==> src/pkg/mcd_pkg.sv <==
// shared constants, word layout and types for the monitor command data set
package mcd_pkg;
   // network word layout: 24 payload, 16 address, 5 parity bits
   localparam int WORD_W = 45;
   localparam int DATA_W = 24;
   localparam int ADDR_W = 16;
   localparam int PAR_W = 5;
   localparam int DATA_LSB = 21;
   localparam int ADDR_LSB = 5;
   localparam int BODY_W = DATA_W + ADDR_W;
   // equipment side sizes
   localparam int SUB_W = 4;
   localparam int N_CMD = 3;
   localparam int N_DIG = 4;
   localparam int N_ANA = 8;
   localparam int ADC_W = 12;
   localparam int FIFO_DEPTH = 8;
   // command address field positions
   localparam int CMD_LINE_LSB = 4;
   localparam logic [1:0] LINE_CTRL = 2'h3;
   // internal control command payload
   localparam int FIX_EN_BIT = 8;
   // monitor address space: 4 digital then 8 analog lines of 16
   localparam logic [7:0] MON_LAST = 8'h00BF;
   localparam logic [7:0] ANA_BASE = 8'h0040;
   localparam logic [7:0] ROM_STEP = 8'h0007;
   localparam logic [3:0] ANA_LINE0 = 4'h4;
   localparam logic [4:0] BIT_LAST = 5'h17;
   // serial clock timing
   localparam int CLK_NS = 8;
   localparam int SCLK_PERIOD_NS = 160;
   localparam int SCLK_HALF = SCLK_PERIOD_NS / (2 * CLK_NS);
   localparam logic [3:0] HALF_LAST = 4'(SCLK_HALF - 1);

   typedef enum logic [1:0] {ST_IDLE, ST_SHIFT, ST_SEND} mcd_state_t;

   // five interleaved parity bits over payload and address
   function automatic logic [PAR_W-1:0] mcd_parity(
      input logic [BODY_W-1:0] body);
      logic [PAR_W-1:0] p;
      p = '0;
      for (int i = 0; i < BODY_W; i++)
         p[i % PAR_W] = p[i % PAR_W] ^ body[i];
      return p;
   endfunction
endpackage

==> src/rtl/mcd_data_set.sv <==
// monitor command data set: network words to serial equipment lines
`timescale 1ns/1ns
module mcd_data_set (
   // clock and reset
   input wire logic clk,
   input wire logic rst_n,
   // cycle marker from network logic, one-cycle pulse
   input wire logic frame_start,
   // command words from network
   input wire logic cmd_valid,
   output logic cmd_ready,
   input wire logic [mcd_pkg::WORD_W-1:0] cmd_word,
   // monitor words to network
   output logic mon_valid,
   input wire logic mon_ready,
   output logic [mcd_pkg::WORD_W-1:0] mon_word,
   // serial equipment side
   output logic ser_clk,
   output logic [mcd_pkg::SUB_W-1:0] sub_addr,
   output logic [mcd_pkg::N_CMD-1:0] cmd_frame,
   output logic [mcd_pkg::N_CMD-1:0] cmd_sdata,
   output logic mon_active,
   output logic [3:0] mon_line,
   output logic [2:0] adc_chan,
   input wire logic [mcd_pkg::N_DIG-1:0] dig_in,
   input wire logic adc_sdata
);
   // state and serial engine
   mcd_pkg::mcd_state_t state_reg;
   logic is_mon_reg; // current shift is a monitor read
   logic [3:0] half_cnt_reg; // cycles within half bit
   logic [4:0] bit_cnt_reg; // bits done in word
   logic [mcd_pkg::DATA_W-1:0] shift_reg; // serial shifter
   logic [1:0] c_line_reg; // command line in use
   // monitor sequencing
   logic [1:0] mon_pend_reg; // words still owed this cycle
   logic [7:0] rom_idx_reg; // index into rom list
   logic [7:0] scan_reg; // ascending scan address
   logic fix_en_reg; // second word address frozen
   logic [7:0] fix_addr_reg; // frozen address
   logic [7:0] mon_addr_reg; // address of word in flight
   // input synchronisers
   logic [mcd_pkg::N_DIG:0] sync1_reg;
   logic [mcd_pkg::N_DIG:0] sync2_reg;

   // fifo between network and serial engine
   wire fifo_valid;
   wire [mcd_pkg::WORD_W-1:0] fifo_word;
   wire fifo_pop;

   mcd_fifo #(
      .WIDTH(mcd_pkg::WORD_W),
      .DEPTH(mcd_pkg::FIFO_DEPTH)
   ) u_cmd_fifo (
      .clk(clk),
      .rst_n(rst_n),
      .in_valid(cmd_valid),
      .in_ready(cmd_ready),
      .in_data(cmd_word),
      .out_valid(fifo_valid),
      .out_ready(fifo_pop),
      .out_data(fifo_word)
   );

   // command word decode
   wire [mcd_pkg::DATA_W-1:0] c_data =
      fifo_word[mcd_pkg::DATA_LSB +: mcd_pkg::DATA_W];
   wire [mcd_pkg::ADDR_W-1:0] c_addr =
      fifo_word[mcd_pkg::ADDR_LSB +: mcd_pkg::ADDR_W];
   wire [mcd_pkg::PAR_W-1:0] c_par = fifo_word[mcd_pkg::PAR_W-1:0];
   wire [mcd_pkg::SUB_W-1:0] c_sub = c_addr[mcd_pkg::SUB_W-1:0];
   wire [1:0] c_line = c_addr[mcd_pkg::CMD_LINE_LSB +: 2];
   wire c_par_ok = (c_par == mcd_pkg::mcd_parity({c_data, c_addr}));
   wire c_ctrl = (c_line == mcd_pkg::LINE_CTRL);
   wire [7:0] c_fix_addr = c_data[7:0];
   wire c_fix_ok = (c_fix_addr <= mcd_pkg::MON_LAST);
   wire idle = (state_reg == mcd_pkg::ST_IDLE);
   // commands go ahead of monitor reads
   assign fifo_pop = idle && fifo_valid;
   wire start_cmd = fifo_pop && c_par_ok && !c_ctrl;
   wire start_mon = idle && !fifo_valid && (mon_pend_reg != 2'd0);

   // rom list: a fixed permutation of the 192 addresses
   wire [10:0] rom_prod = 11'(rom_idx_reg) * 11'(mcd_pkg::ROM_STEP);
   wire [7:0] rom_addr = 8'(rom_prod % (11'(mcd_pkg::MON_LAST) + 11'h001));
   // source address chosen by the unit
   wire second_word = (mon_pend_reg == 2'd1);
   wire [7:0] scan_or_fix = fix_en_reg ? fix_addr_reg : scan_reg;
   wire [7:0] next_mon_addr = second_word ? scan_or_fix : rom_addr;
   wire [3:0] next_line = next_mon_addr[7:4];
   wire next_is_ana = (next_mon_addr >= mcd_pkg::ANA_BASE);

   // serial timing
   wire half_tick = (state_reg == mcd_pkg::ST_SHIFT) &&
                    (half_cnt_reg == mcd_pkg::HALF_LAST);
   wire rise_tick = half_tick && !ser_clk;
   wire fall_tick = half_tick && ser_clk;
   wire last_bit = (bit_cnt_reg == mcd_pkg::BIT_LAST);
   wire mon_is_ana = (mon_line >= mcd_pkg::ANA_LINE0);
   wire dig_bit = sync2_reg[mon_line[1:0]];
   wire in_bit = is_mon_reg ? (mon_is_ana ? sync2_reg[mcd_pkg::N_DIG] :
                 dig_bit) : 1'b0;
   wire [mcd_pkg::DATA_W-1:0] shift_next =
      {shift_reg[mcd_pkg::DATA_W-2:0], in_bit};
   wire word_done = fall_tick && last_bit;

   wire [mcd_pkg::ADDR_W-1:0] m_addr = {8'h00, mon_addr_reg};
   wire [mcd_pkg::BODY_W-1:0] m_body = {shift_next, m_addr};
   wire [mcd_pkg::WORD_W-1:0] m_word =
      {m_body, mcd_pkg::mcd_parity(m_body)};

   // two-flop synchronisers for equipment inputs
   always_ff @(posedge clk or negedge rst_n)
   begin
      if (!rst_n)
      begin
         sync1_reg <= '0;
         sync2_reg <= '0;
      end
      else
      begin
         sync1_reg <= {adc_sdata, dig_in};
         sync2_reg <= sync1_reg;
      end
   end

   // main sequencer
   always_ff @(posedge clk or negedge rst_n)
   begin
      if (!rst_n)
         state_reg <= mcd_pkg::ST_IDLE;
      else
      begin
         unique case (state_reg)
            mcd_pkg::ST_IDLE:
               if (start_cmd || start_mon)
                  state_reg <= mcd_pkg::ST_SHIFT;
            mcd_pkg::ST_SHIFT:
               if (word_done)
                  state_reg <= is_mon_reg ? mcd_pkg::ST_SEND :
                               mcd_pkg::ST_IDLE;
            mcd_pkg::ST_SEND:
               if (mon_ready)
                  state_reg <= mcd_pkg::ST_IDLE;
         endcase
      end
   end

   // divider producing the serial clock, halves of 80 ns
   always_ff @(posedge clk or negedge rst_n)
   begin
      if (!rst_n)
      begin
         half_cnt_reg <= '0;
         ser_clk <= 1'b0;
         bit_cnt_reg <= '0;
      end
      else if (state_reg != mcd_pkg::ST_SHIFT)
      begin
         half_cnt_reg <= '0;
         ser_clk <= 1'b0;
         bit_cnt_reg <= '0;
      end
      else
      begin
         half_cnt_reg <= half_tick ? 4'h0 : half_cnt_reg + 4'h1;
         if (half_tick)
            ser_clk <= !ser_clk;
         if (fall_tick)
            bit_cnt_reg <= bit_cnt_reg + 5'h01;
      end
   end

   // 24-bit shifter and command data lines
   always_ff @(posedge clk or negedge rst_n)
   begin
      if (!rst_n)
      begin
         shift_reg <= '0;
         cmd_sdata <= '0;
         is_mon_reg <= 1'b0;
      end
      else if (start_cmd)
      begin
         // payload routed to addressed line, msb first
         shift_reg <= c_data;
         cmd_sdata <= 3'(c_data[mcd_pkg::DATA_W-1]) << c_line;
         is_mon_reg <= 1'b0;
      end
      else if (start_mon)
      begin
         shift_reg <= '0;
         cmd_sdata <= '0;
         is_mon_reg <= 1'b1;
      end
      else if (fall_tick)
      begin
         // data changes on falling edge, equipment samples on rising
         shift_reg <= shift_next;
         cmd_sdata <= (last_bit || is_mon_reg) ? 3'b000 :
                      (3'(shift_next[mcd_pkg::DATA_W-1]) << c_line_reg);
      end
   end

   // line frame and sub-address, held for the whole word
   always_ff @(posedge clk or negedge rst_n)
   begin
      if (!rst_n)
      begin
         c_line_reg <= '0;
         cmd_frame <= '0;
         sub_addr <= '0;
         mon_active <= 1'b0;
         mon_line <= '0;
         adc_chan <= '0;
      end
      else if (start_cmd)
      begin
         c_line_reg <= c_line;
         cmd_frame <= 3'b001 << c_line;
         sub_addr <= c_sub;
      end
      else if (start_mon)
      begin
         // select line, sub-address and converter channel
         mon_active <= 1'b1;
         mon_line <= next_line;
         sub_addr <= next_mon_addr[3:0];
         adc_chan <= next_is_ana ? 3'(next_line - mcd_pkg::ANA_LINE0) :
                     3'b000;
      end
      else if (word_done)
      begin
         cmd_frame <= '0;
         mon_active <= 1'b0;
      end
   end

   // two monitor words per cycle; address pointers
   always_ff @(posedge clk or negedge rst_n)
   begin
      if (!rst_n)
      begin
         mon_pend_reg <= '0;
         rom_idx_reg <= '0;
         scan_reg <= '0;
         fix_en_reg <= 1'b0;
         fix_addr_reg <= '0;
         mon_addr_reg <= '0;
      end
      else
      begin
         if (frame_start)
            mon_pend_reg <= 2'd2;
         else if (start_mon)
            mon_pend_reg <= mon_pend_reg - 2'd1;
         if (start_mon)
            mon_addr_reg <= next_mon_addr;
         // rom index wraps after the last entry
         if (start_mon && !second_word)
            rom_idx_reg <= (rom_idx_reg == mcd_pkg::MON_LAST) ? 8'h00 :
                           rom_idx_reg + 8'h01;
         // scan steps even while frozen so release resumes in order
         if (start_mon && second_word)
            scan_reg <= (scan_reg == mcd_pkg::MON_LAST) ? 8'h00 :
                        scan_reg + 8'h01;
         // control command freezes or releases second address
         if (fifo_pop && c_par_ok && c_ctrl && c_fix_ok)
         begin
            fix_en_reg <= c_data[mcd_pkg::FIX_EN_BIT];
            fix_addr_reg <= c_fix_addr;
         end
      end
   end

   // monitor word out; analog words carry two 12-bit results
   always_ff @(posedge clk or negedge rst_n)
   begin
      if (!rst_n)
      begin
         mon_valid <= 1'b0;
         mon_word <= '0;
      end
      else if (word_done && is_mon_reg)
      begin
         mon_valid <= 1'b1;
         mon_word <= m_word;
      end
      else if (mon_valid && mon_ready)
         mon_valid <= 1'b0;
   end
endmodule // mcd_data_set

==> src/rtl/mcd_fifo.sv <==
// parameterised valid/ready word fifo
`timescale 1ns/1ns
module mcd_fifo #(
   parameter int WIDTH = 45,
   parameter int DEPTH = 8
) (
   // clock and reset
   input wire logic clk,
   input wire logic rst_n,
   // fill side
   input wire logic in_valid,
   output logic in_ready,
   input wire logic [WIDTH-1:0] in_data,
   // drain side
   output logic out_valid,
   input wire logic out_ready,
   output logic [WIDTH-1:0] out_data
);
   localparam int PW = $clog2(DEPTH);
   localparam logic [PW:0] CNT_FULL = (PW+1)'(DEPTH);
   localparam logic [PW-1:0] PTR_LAST = PW'(DEPTH - 1);

   logic [WIDTH-1:0] mem [DEPTH]; // word storage
   logic [PW-1:0] wr_ptr_reg; // next slot to write
   logic [PW-1:0] rd_ptr_reg; // next slot to read
   logic [PW:0] count_reg; // words held
   logic not_full_reg; // registered room flag, drives in_ready
   wire push = in_valid && in_ready;
   wire pop = out_valid && out_ready;
   // occupancy after this edge
   wire [PW:0] count_next = (push && !pop) ? count_reg + 1'b1 :
                            (pop && !push) ? count_reg - 1'b1 : count_reg;

   // room flag comes from a flop so the top output is registered
   assign in_ready = not_full_reg;
   assign out_valid = (count_reg != '0);
   assign out_data = mem[rd_ptr_reg];

   // storage write, no reset needed
   always_ff @(posedge clk)
   begin
      if (push)
         mem[wr_ptr_reg] <= in_data;
   end

   // pointers and occupancy
   always_ff @(posedge clk or negedge rst_n)
   begin
      if (!rst_n)
      begin
         wr_ptr_reg <= '0;
         rd_ptr_reg <= '0;
         count_reg <= '0;
         not_full_reg <= 1'b1;
      end
      else
      begin
         if (push)
            wr_ptr_reg <= (wr_ptr_reg == PTR_LAST) ? '0 : wr_ptr_reg + 1'b1;
         if (pop)
            rd_ptr_reg <= (rd_ptr_reg == PTR_LAST) ? '0 : rd_ptr_reg + 1'b1;
         count_reg <= count_next;
         not_full_reg <= (count_next != CNT_FULL);
      end
   end
endmodule // mcd_fifo

==> config.mk <==
export PLATFORM = sky130hd
export DESIGN_NAME = mcd_data_set
export DESIGN_NICKNAME = d
export VERILOG_FILES = /design/src/pkg/mcd_pkg.sv /design/src/rtl/mcd_data_set.sv /design/src/rtl/mcd_fifo.sv
export SDC_FILE = /design/constraint.sdc
export NUM_CORES = 1
export LEC_CHECK = 0
export CAP_MARGIN = 20
export CORE_MARGIN = 5
export CORE_UTILIZATION = 35
export CTS_BUF_LIST = sky130_fd_sc_hd__clkbuf_8
export DETAILED_ROUTE_END_ITERATION = 10
export DONT_BUFFER_PORTS = 1
export REMOVE_ABC_BUFFERS = 1
export SYNTH_ARGS = -nofsm -noshare
export SYNTH_HDL_FRONTEND = slang
export SYNTH_HIERARCHICAL = 1
export SYNTH_SLANG_ARGS = --single-unit
==> constraint.sdc <==
create_clock -name clk -period 7.7 [get_ports clk]
set_input_delay 1.54 -clock clk [delete_from_list [all_inputs] [get_ports clk]]
set_output_delay 1.54 -clock clk [all_outputs]
set_load 0.1 [all_outputs]
==> results of run 1 <==
-- final timing paths --
path | startpoint | end
min reg2reg | sync1_reg[3] | sync2_reg[3]
max reg2reg | u_cmd_fifo/rd_ptr_reg[0] | cmd_frame[0]
max | u_cmd_fifo/rd_ptr_reg[0] | cmd_frame[0]
max in group asynchronous | rst_n | u_cmd_fifo/in_ready
min | sync1_reg[3] | sync2_reg[3]
min in group asynchronous | rst_n | fix_addr_reg[4]
-- metrics by stage --
step	power [mW]	instances	hold slack (ps)	worst slack, ps	cell area (µm²)
floorplan	3.858	1244	331.2	520.3	21620
global placement	4.069	2096	334.8	2451	22850
CTS	6.329	2246	347.1	2440	24430
finish	6.237	2248	349.5	2562	24430
global route	6.519	2246	357.1	2152	24430
detailed placement	4.091	2096	334.7	2490	22850
-- placed cells by master, fill, tap and decap left out, types with 4 or more instances in the layout --
cell type                  netlist  routed
sky130_fd_sc_hd__fa_1            8       8
sky130_fd_sc_hd__ha_1           31      31
sky130_fd_sc_hd__o31ai_1         4       4
sky130_fd_sc_hd__nor2b_1         4       4
sky130_fd_sc_hd__buf_4           9      14
sky130_fd_sc_hd__clkinv_1        0      19
sky130_fd_sc_hd__mux4_2         91      91
sky130_fd_sc_hd__a211oi_1       10      10
sky130_fd_sc_hd__dfrtp_1       149     146
sky130_fd_sc_hd__inv_1          28      52
sky130_fd_sc_hd__xnor2_1        64      64
sky130_fd_sc_hd__clkinv_2        0       7
sky130_fd_sc_hd__nor3_2          1       5
sky130_fd_sc_hd__nand3_1        17      17
sky130_fd_sc_hd__xor2_1          9       9
sky130_fd_sc_hd__nor3_1         35      31
sky130_fd_sc_hd__conb_1          1       8
sky130_fd_sc_hd__a21oi_1        19      19
sky130_fd_sc_hd__edfxtp_1      360     360
sky130_fd_sc_hd__nand4_1         7       7
sky130_fd_sc_hd__a21o_1         33      33
sky130_fd_sc_hd__nand2b_1        8       8
sky130_fd_sc_hd__nand2_1        54      53
sky130_fd_sc_hd__mux2_2         90      90
sky130_fd_sc_hd__clkbuf_8        2      93
sky130_fd_sc_hd__nor2_1         48      45
sky130_fd_sc_hd__xnor3_1         5       5
sky130_fd_sc_hd__and2_1         10      10
sky130_fd_sc_hd__a22o_1          5       5
sky130_fd_sc_hd__mux2i_1        33      33
sky130_fd_sc_hd__and3_1          5       4
sky130_fd_sc_hd__o21ai_0        31      31
-- layout make-up --
| class | count | share of cell area (%) |
|---|---|---|
| Inverter | 28 | 0.4302 |
| Tap cell | 837 | 4.286 |
| Timing Repair Buffer | 15 | 0.5121 |
| Sequential cell | 510 | 59.65 |
| Multi-Input combinational cell | 706 | 28.66 |
| Antenna cell | 2 | 0.02048 |
| Clock inverter | 57 | 1.209 |
| Clock buffer | 93 | 5.239 |
-- metal layers --
metal,vias to the layer above,share of wire (%)
li1,5092,-
met1,5835,43
met2,328,47
met3,79,7.7
met4,0,2.1
met5,-,0
-- power groups by stage --
stage	combinational (mW)	sequential, mW	clock, mW
after detailed placement	0.661	3.43	0
after floorplan	0.439	3.42	0
after global routing	0.693	3.40	2.43
after CTS	0.664	3.38	2.29
final	0.652	3.37	2.21
after global placement	0.655	3.41	0
-- worst max-delay path, stage by stage, from the launching register on --
cell and delay, ps:
sky130_fd_sc_hd__dfrtp_4 960, sky130_fd_sc_hd__buf_12 470, sky130_fd_sc_hd__mux4_2 550, sky130_fd_sc_hd__mux2_2 340
sky130_fd_sc_hd__xnor2_1 170, sky130_fd_sc_hd__xnor3_1 440, sky130_fd_sc_hd__xnor2_1 160, sky130_fd_sc_hd__nor4b_1 390
sky130_fd_sc_hd__and3_2 870, sky130_fd_sc_hd__o21ai_0 310, sky130_fd_sc_hd__a21o_1 240
-- cells by family after synthesis --
logic type               count (synthesis)  share of synthesized area, %
flip-flops                             510                         66.46
AND/OR/NAND/NOR                        226                         5.440
multiplexers                           214                         15.48
AO/OA/AOI/OAI                          140                         4.653
buffers and inverters                   88                         1.958
XOR/XNOR                                78                         3.431
adder cells (fa/ha/maj)                 40                         2.563
other                                    1                       0.01711
==> impl.org, run 1 <==
** Clock tree
- The tree is rooted in a sky130_fd_sc_hd__clkbuf_8.
- Source-to-sink clock delay at the later pin of the worst-skew pair :: 660 ps
- CTS saw 510 sinks.
- CTS tree :: done
- Number of gates given a new drive strength after cts :: 0
- Once the clock tree was built, the setup fixing pass inserted 0 buffers.
- CTS Buf Count :: 83
- For this design, the CTS-stage hold fixing added 0 buffers.
- The H-tree generated during clock tree synthesis spans 3 levels.
- Worst-path clk slew :: 60 ps
- Clock buffer depth :: 3

** Setup path
- At the worst endpoint, the required time is 8230 ps.
- Counting cells, the worst reg-to-reg path comes to 10.
- Critical path arrival :: 5670 ps
- Endpoint class of the critical path :: flop
- In this run the worst path has a maximum fanout of 55.
- Setup slack on the worst flop-to-flop path :: 2560 ps
- Crit path launch type :: flop
- WS Path Type :: reg2reg

** STA
- For the pin with the worst max-slew slack, the measured transition is 1030 ps.
- After layout, the worst path uses 66.73% of the clock period.
- Setup repair after global routing missed its margin :: false
- Pins Over Slew Limit :: 0
- Slew margin rel. :: 31.30%
- Tmin final :: 5138 ps
- Final setup violation count :: 0
- Worst setup skew after layout :: 27.02 ps
- The final number of hold-violating endpoints was 0.
- Highest clock rate :: 194.6 MHz
- Final total negative setup slack :: 0 ps

** GRT
- For this run the aggregate overflow at the end of global routing stands at 0.
- For met1 alone, demand over resource in global routing was 19.07%.
- In the global route stage, met3 resource usage came out at 4.631%.
- GR peak layer :: met2
- The number of global-route vias before repair is 11.84k.
- The number of antenna violations at the first check in global routing was 2.
- Global routing usage on met2 :: 22.77%
- Global routing used 14.33% of the available tracks.
- Entering global routing, the biggest net connects 151 pins.
- The first global-routing pass estimated 73.69 mm of wire.

** Yosys
- Ranking of synthesized cells by area :: sky130_fd_sc_hd__edfxtp_1 (49%), sky130_fd_sc_hd__dfrtp_1 (17%), sky130_fd_sc_hd__mux4_2 (9.4%), sky130_fd_sc_hd__mux2_2 (4.6%), sky130_fd_sc_hd__xnor2_1 (2.6%)
- Among all cell types in the netlist, the one instantiated most often is sky130_fd_sc_hd__edfxtp_1.
- Area fraction of the dominant cell type after synthesis :: 49.32%
- In the synthesized netlist the dominant register cell turns out to be sky130_fd_sc_hd__edfxtp_1.
- Synthesized area divided by synthesized cell count :: 16.90 µm²
- The synthesized netlist occupies a cell area of 21920 µm².
- Number of warnings issued by yosys :: 6
- The synthesized design contains 360 enable-type register cells.
- For this run, asynchronously set or reset flops after synthesis account for 29.41%.
- After synthesis the netlist holds a flip-flop and latch count of 510.
- Library cell occupying the most area in the post-synthesis netlist :: sky130_fd_sc_hd__edfxtp_1
- After synthesis, the netlist uses 92 different library cells.
- Counting instances in the post-synthesis netlist gives the leading cell types as sky130_fd_sc_hd__edfxtp_1 (360), sky130_fd_sc_hd__dfrtp_1 (149), sky130_fd_sc_hd__mux4_2 (91), sky130_fd_sc_hd__mux2_2 (90), sky130_fd_sc_hd__xnor2_1 (64).
- Sequential element share of the synthesized area :: 66.46%
- Synthesized netlist cell count :: 1297

** Cells and area
- The layout has 5595 filler cells.
- Register cell area after layout :: 14570 µm²
- Number of flip-flops in the largest register :: 360
- The final layout contains 1438 nets.
- Proportion of layout cells with a drive suffix above 1 :: 24.77%
- Multi-input gate area :: 7002 µm²
- Measured on the finished design, the core utilization comes to 39.52%.
- The area growth from synthesis to layout is 11.48%.

** Floorplan
- Die ar. :: 67720 µm²
- From left edge to right edge, the die measures 260.2 µm.
- The die is 260.2 µm tall.
- Starting density of the core :: 35.45%
- The floorplan has 91 rows.
- CORE AREA :: 61830 µm²
- Number of ports placed on the die boundary :: 121

** Power and ir drop
- Total leakage power :: 9.112 nW
- Sequential share of power :: 54.1%
- Clock share of power :: 35.5%
- Of the total power, the share spent switching nets is 25.22%.
- Summed over all nets, the switching power comes to 1.573 mW.
- Cell internal pwr :: 4.663 mW
- Max rail drop VDD :: 0.0001206 V
- Dividing total power by cell area gives a power density of 255.2 nW/µm².
- In this run, the combinational gates consume 10.4% of the power.

** Detailed routing
- In the routed design, unresolved DRC markers number 0.
- The first detailed-routing pass took 5 iterations.
- Routed Antenna Nets :: 0
- For this block, the initial DRC count from the detailed router was 789.
- Aggregate routed wire length :: 48.27 mm
- After detailed routing, the average wire length per cell comes to 21.47 µm.
- The routed layout has 11.33k vias.
- Dividing the detail-routed via count by the number of cells gives 5.042.

** Placement
- Estimated wirelength of the detail-placed design :: 29.82 mm
- Routability Congestion :: 0.7973
- Port Buf Inserts :: 0

** Flow run
- Max_cap viols :: 0

** Run status
- The flow ran to the end, and the final reports show no timing, DRC or antenna violations.

** Min path
- The worst hold path belongs to the class reg2reg.
- Number of cells on the worst hold path :: 0
No activity file was read; power rests on OpenSTA's default activity.
==> run 2: changes to the inputs <==
--- a/config.mk
+++ b/config.mk
@@ -5,6 +5,7 @@
 export SDC_FILE = /design/constraint.sdc
 export NUM_CORES = 1
 export LEC_CHECK = 0
+export ABC_AREA = 1
 export CAP_MARGIN = 20
 export CORE_MARGIN = 5
 export CORE_UTILIZATION = 35
==> constraint.sdc (replaced) <==
create_clock -name clk -period 4.3 [get_ports clk]
set_input_delay 0.86 -clock clk [delete_from_list [all_inputs] [get_ports clk]]
set_output_delay 0.86 -clock clk [all_outputs]
set_load 0.1 [all_outputs]
==> run 2 against run 1 <==
Fmax increased by 31%. Synthesized area up 1.1%. Final cell count rose by 35%. Sequential cell count unchanged. Highest routed layer unchanged. Clock skew increased by 3.1 ps. Critical path depth rose by 8. Largest cell class unchanged. Combinational power grew to 11 times the previous value.
==> impl.org, run 2 <==
** Run status
- Result of the run :: completed

** Yosys
- Async set-reset flop share out of synthesis :: 29.41% (unchanged)
- Sorting the synthesized cells by area gives the leading types as sky130_fd_sc_hd__edfxtp_1 (49%), sky130_fd_sc_hd__dfrtp_1 (17%), sky130_fd_sc_hd__nand2_1 (6.9%), sky130_fd_sc_hd__nor2_1 (5.0%), sky130_fd_sc_hd__o21ai_0 (4.3%).
- The sequential cell area fraction in the yosys report is 65.70% (-0.75 points).
- Library cell occupying the most area in the post-synthesis netlist :: sky130_fd_sc_hd__edfxtp_1
- The number of warnings issued by yosys is 6 (unchanged).
- EDFF count, synth :: 360 (unchanged)
- Synthesized area divided by synthesized cell count :: 10.65 µm² (-37%)
- The post-synthesis cell type count is 43 (-53%).
- The fraction of post-synthesis cell area in the top cell type by area is 48.76% (-0.56 points).
- Ranking of synthesized cells by instance count :: sky130_fd_sc_hd__nand2_1 (405), sky130_fd_sc_hd__edfxtp_1 (360), sky130_fd_sc_hd__nor2_1 (295), sky130_fd_sc_hd__o21ai_0 (192), sky130_fd_sc_hd__inv_1 (153)
- By instance count, the leading cell after synthesis is sky130_fd_sc_hd__nand2_1.
- Flops & latches, synth :: 510 (unchanged)
- Post-synthesis instance area :: 22170 µm² (+1.1%)
- Most used flip-flop cell after synthesis :: sky130_fd_sc_hd__edfxtp_1
- The cell count after synthesis came to 2082 (+61%).

** STA
- The final number of hold-violating endpoints was 0 (unchanged).
- Tmin final :: 3916 ps (-1222 ps)
- Worst setup skew after layout :: 30.09 ps (+3.070 ps)
- Final total negative setup slack :: 0 ps (unchanged)
- The share of the clock period used by the worst path was 91.08% (+24 points).
- Pins Over Slew Limit :: 0 (unchanged)
- The transition time at the pin with the least slew margin was 1069 ps (+38.20 ps).
- Setup repair after global routing left no endpoint under its margin.
- Highest clock rate :: 255.3 MHz (+31%)
- The count of endpoints failing setup in the final report came to 0 (unchanged).
- Slew margin rel. :: 28.76% (-2.5 points)

** GRT
- The global router's overall resource usage came to 16.13% (+1.8 points).
- The number of antenna violations at the first check in global routing is 1 (-1).
- The global-route met1 utilization is 20.70% (+1.6 points).
- The largest net degree at the start of global routing came to 150 (-0.66%).
- Global routing usage on met2 :: 26.84% (+4.1 points)
- Global-route wire length before repair :: 85.78 mm (+16%)
- Number of global-route vias before repair :: 14.56k (+23%)
- The total congestion overflow after global routing is 0 (unchanged).
- The global-route track usage on met3 came to 4.487% (-0.14 points).
- GR peak layer :: met2

** Floorplan
- Row count :: 92 (+1.1%)
- X dimension of the die :: 261.7 µm (+0.55%)
- CORE AREA :: 62850 µm² (+1.7%)
- Number of ports placed on the die boundary :: 121 (unchanged)
- The die height was 261.7 µm (+0.55%).
- Die ar. :: 68470 µm² (+1.1%)
- The starting utilization of the core area is 35.27% (-0.18 points).

** Detailed routing
- The first-iteration detailed-routing DRC count is 1264 (+60%).
- Vias after detailed routing :: 14.86k (+31%)
- The number of nets with antenna violations after detailed routing was 0 (unchanged).
- The per-cell routed wire length is 18.37 µm (-14%).
- DRC Markers :: 0 (unchanged)
- First-pass iteration count of the detailed router :: 6 (+1)
- Via density :: 4.888 (-3.1%)
- Aggregate routed wire length :: 55.85 mm (+16%)

** Power and ir drop
- Total leakage power :: 9.966 nW (+9.4%)
- Overall power of the completed layout :: 18.36 mW (+190%)
- Max rail drop VDD :: 0.0003692 V (+210%)
- Power density over the cells :: 737.7 nW/µm² (+190%)

** Clock tree
- The CTS buffer count came to 85 (+2.4%).
- CTS sink cnt :: 510 (unchanged)
- Clock buffer depth :: 3 (unchanged)
- Source-to-sink clock delay at the later pin of the worst-skew pair :: 680 ps (+20 ps)
- The root buffer cell chosen for the clock tree is sky130_fd_sc_hd__clkbuf_8.
- H-tree Lvls :: 3 (unchanged)
- CTS tree :: done
- Worst-path clk slew :: 60 ps (about the same)

** Placement
- Placed Cells incl. Taps :: 2878 (+37%)
- Estimated wirelength of the detail-placed design :: 34.34 mm (+15%)
- Routability Congestion :: 0.8387 (+5.2%)
- Port Buf Inserts :: 0 (unchanged)
- The cell area reported after detailed placement was 23200 µm² (+1.5%).

** Cells and area
- The cell area after layout was 24890 µm² (+1.9%).
- Most frequent standard cell in the layout excluding fill and tap cells :: sky130_fd_sc_hd__nand2_1
- Layout overhead on the synthesized area :: 12.26%
- The number of nets in the final layout is 2215 (+54%).
- The share of cells above drive strength 1 came to 8.075% (-17 points).
- Number of flip-flops in the largest register :: 360 (unchanged)
- Non-filler cells in the finished layout :: 3040 (+35%)
- Commonest non-fill, non-tap cells in the layout :: sky130_fd_sc_hd__nand2_1 (405), sky130_fd_sc_hd__edfxtp_1 (360), sky130_fd_sc_hd__nor2_1 (287)
- The count of filler cells inserted in the layout was 6115 (+9.3%).

** Flow run
- Max_cap viols :: 0 (unchanged)

** Setup path
- Data required time at the worst endpoint :: 4840 ps (-3390 ps)
- WS Path Type :: reg2reg
- The worst setup path is captured at a flop.
- Maximum fanout along the worst path :: 104 (+89%)
- Crit path launch type :: flop
- The data arrival time of the critical path is 4460 ps (-1210 ps).

** Min path
- Class of the most critical hold timing path :: in2async
==> run 2: final cells by class <==
class | instances | area (µm²) | share of cell area (%)
Antenna cell | 2 | 5.005 | 0.02011
Clock buffer | 87 | 1197 | 4.811
Clock inverter | 71 | 440.4 | 1.770
Tap cell | 846 | 1059 | 4.253
Multi-Input combinational cell | 1320 | 6555 | 26.34
Inverter | 162 | 610.6 | 2.453
Sequential cell | 510 | 14570 | 58.54
Timing Repair Buffer | 42 | 450.4 | 1.810
==> run 2: power by group <==
part,internal [mW],switching (mW),leakage [nW]
combinational,2.37,4.94,3.80
clock,2.15,1.97,0.943
sequential,6.09,0.823,5.22
==> run 2: cells by family after synthesis <==
family / after synthesis / share of synthesized area [%]
simple gates: 781 / 13.94
other cells: 1 / 0.01692
xor+xnor: 68 / 2.687
compound gates: 424 / 10.03
buf+inv: 259 / 5.153
flops: 510 / 65.70
fa+ha+maj: 39 / 2.472
==> run 2: layer usage <==
layer  routed length (µm)  vias up
met5                    0        -
met3                 4148       90
met1                23560     7218
met4                 1365        0
met2                26770      436
li1                     -     7114
==> run 2: worst paths after layout <==
check	from	slack (ps)	cells past startpoint	end
max in group asynchronous	rst_n	3410	1	u_cmd_fifo/in_ready
setup / recovery	u_cmd_fifo/rd_ptr_reg[0]	380	18	cmd_frame[0]
hold reg to reg	sync1_reg[0]	350	0	sync2_reg[0]
hold / removal	rst_n	160	1	mon_word[42]
setup reg to reg	u_cmd_fifo/rd_ptr_reg[0]	380	18	cmd_frame[0]
min in group clk	dig_in[0]	220	0	sync1_reg[0]
==> run 2: metrics by stage <==
stage / setup slack, ps / hold WS [ps] / utilization (%)
finish: 383.6 / 160.5 / 39.60
global route: 62.63 / 171.4 / 39.59
CTS: 400.6 / 157.0 / 39.58
detailed placement: 425.3 / 343.3 / 36.91
global placement: 496.5 / 332.9 / 36.91
floorplan: -3138 / 331.2 / -
==> run 2: timing repair <==
action / CTS / global route
setup buffers: 0 / 0
hold endpoints to repair: 149 / 0
setup endpoints to repair: 0 / 9
hold buffers: 2 / 0
resized for setup: 0 / 1
==> run 2: critical path: stages (launching register included) <==
cell and delay (ps):
sky130_fd_sc_hd__dfrtp_4 550, sky130_fd_sc_hd__inv_4 240, sky130_fd_sc_hd__buf_12 390, sky130_fd_sc_hd__nor2_1 80, sky130_fd_sc_hd__o21ai_1 140, sky130_fd_sc_hd__a21oi_1 60
sky130_fd_sc_hd__a31oi_1 210, sky130_fd_sc_hd__xor2_1 440, sky130_fd_sc_hd__xnor2_1 220, sky130_fd_sc_hd__nand2_1 110, sky130_fd_sc_hd__nand2_1 70, sky130_fd_sc_hd__inv_1 50
sky130_fd_sc_hd__nand2_1 60, sky130_fd_sc_hd__nor2_2 120, sky130_fd_sc_hd__nand3_4 190, sky130_fd_sc_hd__inv_2 350, sky130_fd_sc_hd__o21ai_0 210, sky130_fd_sc_hd__nand2_1 110
sky130_fd_sc_hd__nand2_1 70
==> run 3: changes to the inputs <==
--- a/config.mk
+++ b/config.mk
@@ -8,10 +8,11 @@
 export ABC_AREA = 1
 export CAP_MARGIN = 20
 export CORE_MARGIN = 5
-export CORE_UTILIZATION = 35
+export CORE_UTILIZATION = 50
 export CTS_BUF_LIST = sky130_fd_sc_hd__clkbuf_8
 export DETAILED_ROUTE_END_ITERATION = 10
 export DONT_BUFFER_PORTS = 1
+export PLACE_DENSITY = 0.68
 export REMOVE_ABC_BUFFERS = 1
 export SYNTH_ARGS = -nofsm -noshare
 export SYNTH_HDL_FRONTEND = slang
==> run 3 against run 2 <==
Cell area shrank 1.6%. Register-to-register slack lost 200 ps. Sequential power shrank 0.6%. Wire length shrank 7.1%. Clock power is essentially flat. Largest cell class unchanged. Largest power group unchanged.
==> impl.org, run 3 (synthesized netlist as in run 2, its figures left out) <==
** Run status
- The flow ran to the end, and the final reports show no timing, DRC or antenna violations.

** Placement
- Estimated wirelength of the detail-placed design :: 31.47 mm (-8.3%)
- The routability congestion estimate from global placement was 0.8601 (+2.6%).
- The number of port buffers is 0 (unchanged).

** Setup path
- Endpoint class of the critical path :: flop
- Maximum fanout along the worst path :: 66 (-37%)
- Data required time at the worst endpoint :: 4860 ps (+20 ps)
- The slowest stage of the critical path belongs to the cell sky130_fd_sc_hd__dfrtp_4.
- Critical path arrival :: 4670 ps (+210 ps)
- The critical path in this run is classified as reg2reg.
- Crit path launch type :: flop
- The delay contributed by the slowest stage of the critical path is 520 ps (-30 ps).
- Critical Path, Cell by Cell :: inv_4 -> buf_12 -> buf_4 -> nor2_1 -> o21ai_1 -> a21oi_1 -> a31oi_1 -> xnor2_1 -> xnor2_1 -> nand3_1 -> nand2_1 -> clkinv_1 -> nand2_1 -> nor2_2 -> nand3_4 -> clkinv_2 -> o21ai_0 -> nand2_1 -> nand2_1
- Grouping stages by cell kind, the critical path spends the most delay in buffers and inverters.
- Cell with the most instances on the worst path :: sky130_fd_sc_hd__nand2_1
- Setup slack on the worst flop-to-flop path :: 190 ps (-200 ps)
- The count of buffering cells on the critical path with inverters included was 5 (+1).

** Power and ir drop
- Clock share of power :: 22.5% (about the same)
- Switching power total :: 7.601 mW (-1.8%)
- The sequential share of power came to 37.6% (about the same).
- The peak supply drop was 0.0004783 V (+30%).
- The static leakage power was 9.935 nW (-0.31%).
- The internal power is 10.66 mW (+0.39%).
- The switching share of power was 41.62% (-0.53 points).
- Fraction of power consumed by combinational cells :: 39.9% (about the same)
- Power density over the cells :: 745.5 nW/µm² (+1.0%)

** Clock tree
- Source-to-sink clock delay at the later pin of the worst-skew pair :: 640 ps (-40 ps)
- The clock sink total came to 510 (unchanged).
- Clock buffer depth :: 3 (unchanged)
- Worst-path clk slew :: 60 ps (about the same)
- TritonCTS built the clock tree.
- The tree is rooted in a sky130_fd_sc_hd__clkbuf_8.
- The maximum level of the CTS H-tree came to 3 (unchanged).
- The CTS buffer count is 83 (-2.4%).

** Detailed routing
- Highest routed layer :: met5
- The number of vias per cell after detailed routing was 5.348 (+9.4%).
- Wire length on met3 :: 4.097 mm (-1.2%)
- The residual DRC count is 0 (unchanged).
- Aggregate routed wire length :: 51.90 mm (-7.1%)
- The first-pass iteration count of the detailed router is 5 (-1).
- The first-iteration detailed-routing DRC count was 1326 (+4.9%).
- The per-cell routed wire length was 18.71 µm (+1.8%).
- The routed via count was 14.84k (-0.15%).
- The sum of routed wire segments on met1 was 21.96 mm (-6.8%).
- The amount of wire on met2 after detailed routing came to 24.46 mm (-8.6%).
- The number of nets with antenna violations after detailed routing came to 0 (unchanged).

** GRT
- The first-pass GRT wire length was 81.05 mm (-5.5%).
- Initial antenna violation count :: 3 (+2)
- Largest net degree at the start of global routing :: 150 (unchanged)
- The total congestion overflow after global routing was 0 (unchanged).
- Number of global-route vias before repair :: 14.30k (-1.8%)
- The global router's overall resource usage is 21.38% (+5.3 points).

** Cells and area
- Most frequent standard cell in the layout excluding fill and tap cells :: sky130_fd_sc_hd__nand2_1
- Layout overhead on the synthesized area :: 10.51%
- The share of cells above drive strength 1 is 7.611% (-0.46 points).
- Commonest non-fill, non-tap cells in the layout :: sky130_fd_sc_hd__nand2_1 (405), sky130_fd_sc_hd__edfxtp_1 (360), sky130_fd_sc_hd__nor2_1 (287)
- Final core utilization :: 55.64% (+16 points)
- Number of flip-flops in the largest register :: 360 (unchanged)
- The number of nets in the final layout is 2210 (-0.23%).

** STA
- Hold Vio Cnt, Final :: 0 (unchanged)
- The worst clock skew came to 20.69 ps (-9.399 ps).
- The share of the clock period used by the worst path was 95.65% (+4.6 points).
- Setup repair after global routing missed its margin :: true
- Final setup violation count :: 0 (unchanged)
- The achievable clock frequency is 243.1 MHz (-4.8%).
- The final period demand of the worst path was 4113 ps (+196.8 ps).
- Worst Hold Margin :: 77.44 ps (-83.01 ps)
- The relative slew slack came to 31.14% (+2.4 points).
- The number of pins with negative max-slew slack in the final report was 0 (unchanged).
- The transition time at the pin with the least slew margin came to 1033 ps (-35.80 ps).

** Floorplan
- Number of ports placed on the die boundary :: 121 (unchanged)
- CORE AREA :: 44030 µm² (-30%)
- The full die area was 48650 µm² (-29%).
- The starting utilization of the core area was 50.35% (+15 points).
- Row count :: 77 (-16%)
- Floorplan die height :: 220.6 µm (-16%)
- X dimension of the die :: 220.6 µm (-16%)

** Min path
- Class of the most critical hold timing path :: in2async

** Flow run
- Max_cap viols :: 0 (unchanged)
[run 3: final cells by class]
cell class,count,area (µm²)
Antenna cell,1,2.502
Clock buffer,87,1197
Timing Repair Buffer,39,400.4
Clock inverter,63,420.4
Inverter,162,611.8
Multi-Input combinational cell,1320,6555
Fill cell,3697,19530
Tap cell,592,740.7
Sequential cell,510,14570
[run 3: final timing paths]
path                                           from                       end  cells past startpoint
max                        u_cmd_fifo/rd_ptr_reg[0]              cmd_frame[0]                     19
min                                           rst_n       u_cmd_fifo/in_ready                      0
max reg2reg                u_cmd_fifo/rd_ptr_reg[0]              cmd_frame[0]                     19
min reg2reg                            sync1_reg[1]              sync2_reg[1]                      0
max in group asynchronous                     rst_n  u_cmd_fifo/rd_ptr_reg[0]                      1
min in group clk                          adc_sdata              sync1_reg[4]                      0
[run 3: power groups by stage]
stage               registers (mW)  logic (mW)  clock network [mW]
finish                        6.87        7.29                4.11
global route                  6.93        8.13                4.44
CTS                           6.87        7.31                4.20
detailed placement            6.96        7.24                   0
global placement              6.94        7.06                   0
floorplan                     7.07        4.78                   0
[run 3: repair_timing]
| action | CTS | global route |
|---|---|---|
| setup endpoints to repair | 0 | 26 |
| hold buffers | 1 | 0 |
| setup buffers | 0 | 0 |
| gates resized for setup | 0 | 2 |
| hold endpoints to repair | 149 | 0 |
[run 3: worst register-to-register path, delay by kind of cell (launching register included)]
| family | cells | cell delay, ps |
|---|---|---|
| buffers and inverters | 5 | 1210 |
| flip-flops | 1 | 520 |
| AND/OR/NAND/NOR | 8 | 850 |
| AO/OA/AOI/OAI | 4 | 830 |
| XOR/XNOR | 2 | 630 |
[run 3: layer usage]
metal	track usage, %	vias to the layer above
met1	28.30	7196
li1	-	7110
met3	5.856	91
met5	0	-
met4	6.223	2
met2	35.03	436
[run 3: through the flow]
| step | total power [mW] | instances | setup slack, ps | TNS, ps | area [µm²] |
|---|---|---|---|---|---|
| after floorplan | 11.85 | 1992 | -3138 | -142770 | 21660 |
| after global routing | 19.50 | 2774 | -84.14 | -775.6 | 24500 |
| after detailed placement | 14.20 | 2622 | 245.6 | 0 | 22840 |
| after CTS | 18.37 | 2773 | 206.5 | 0 | 24490 |
| final | 18.26 | 2774 | 186.9 | 0 | 24500 |
| after global placement | 14.00 | 2622 | 333.3 | 0 | 22840 |
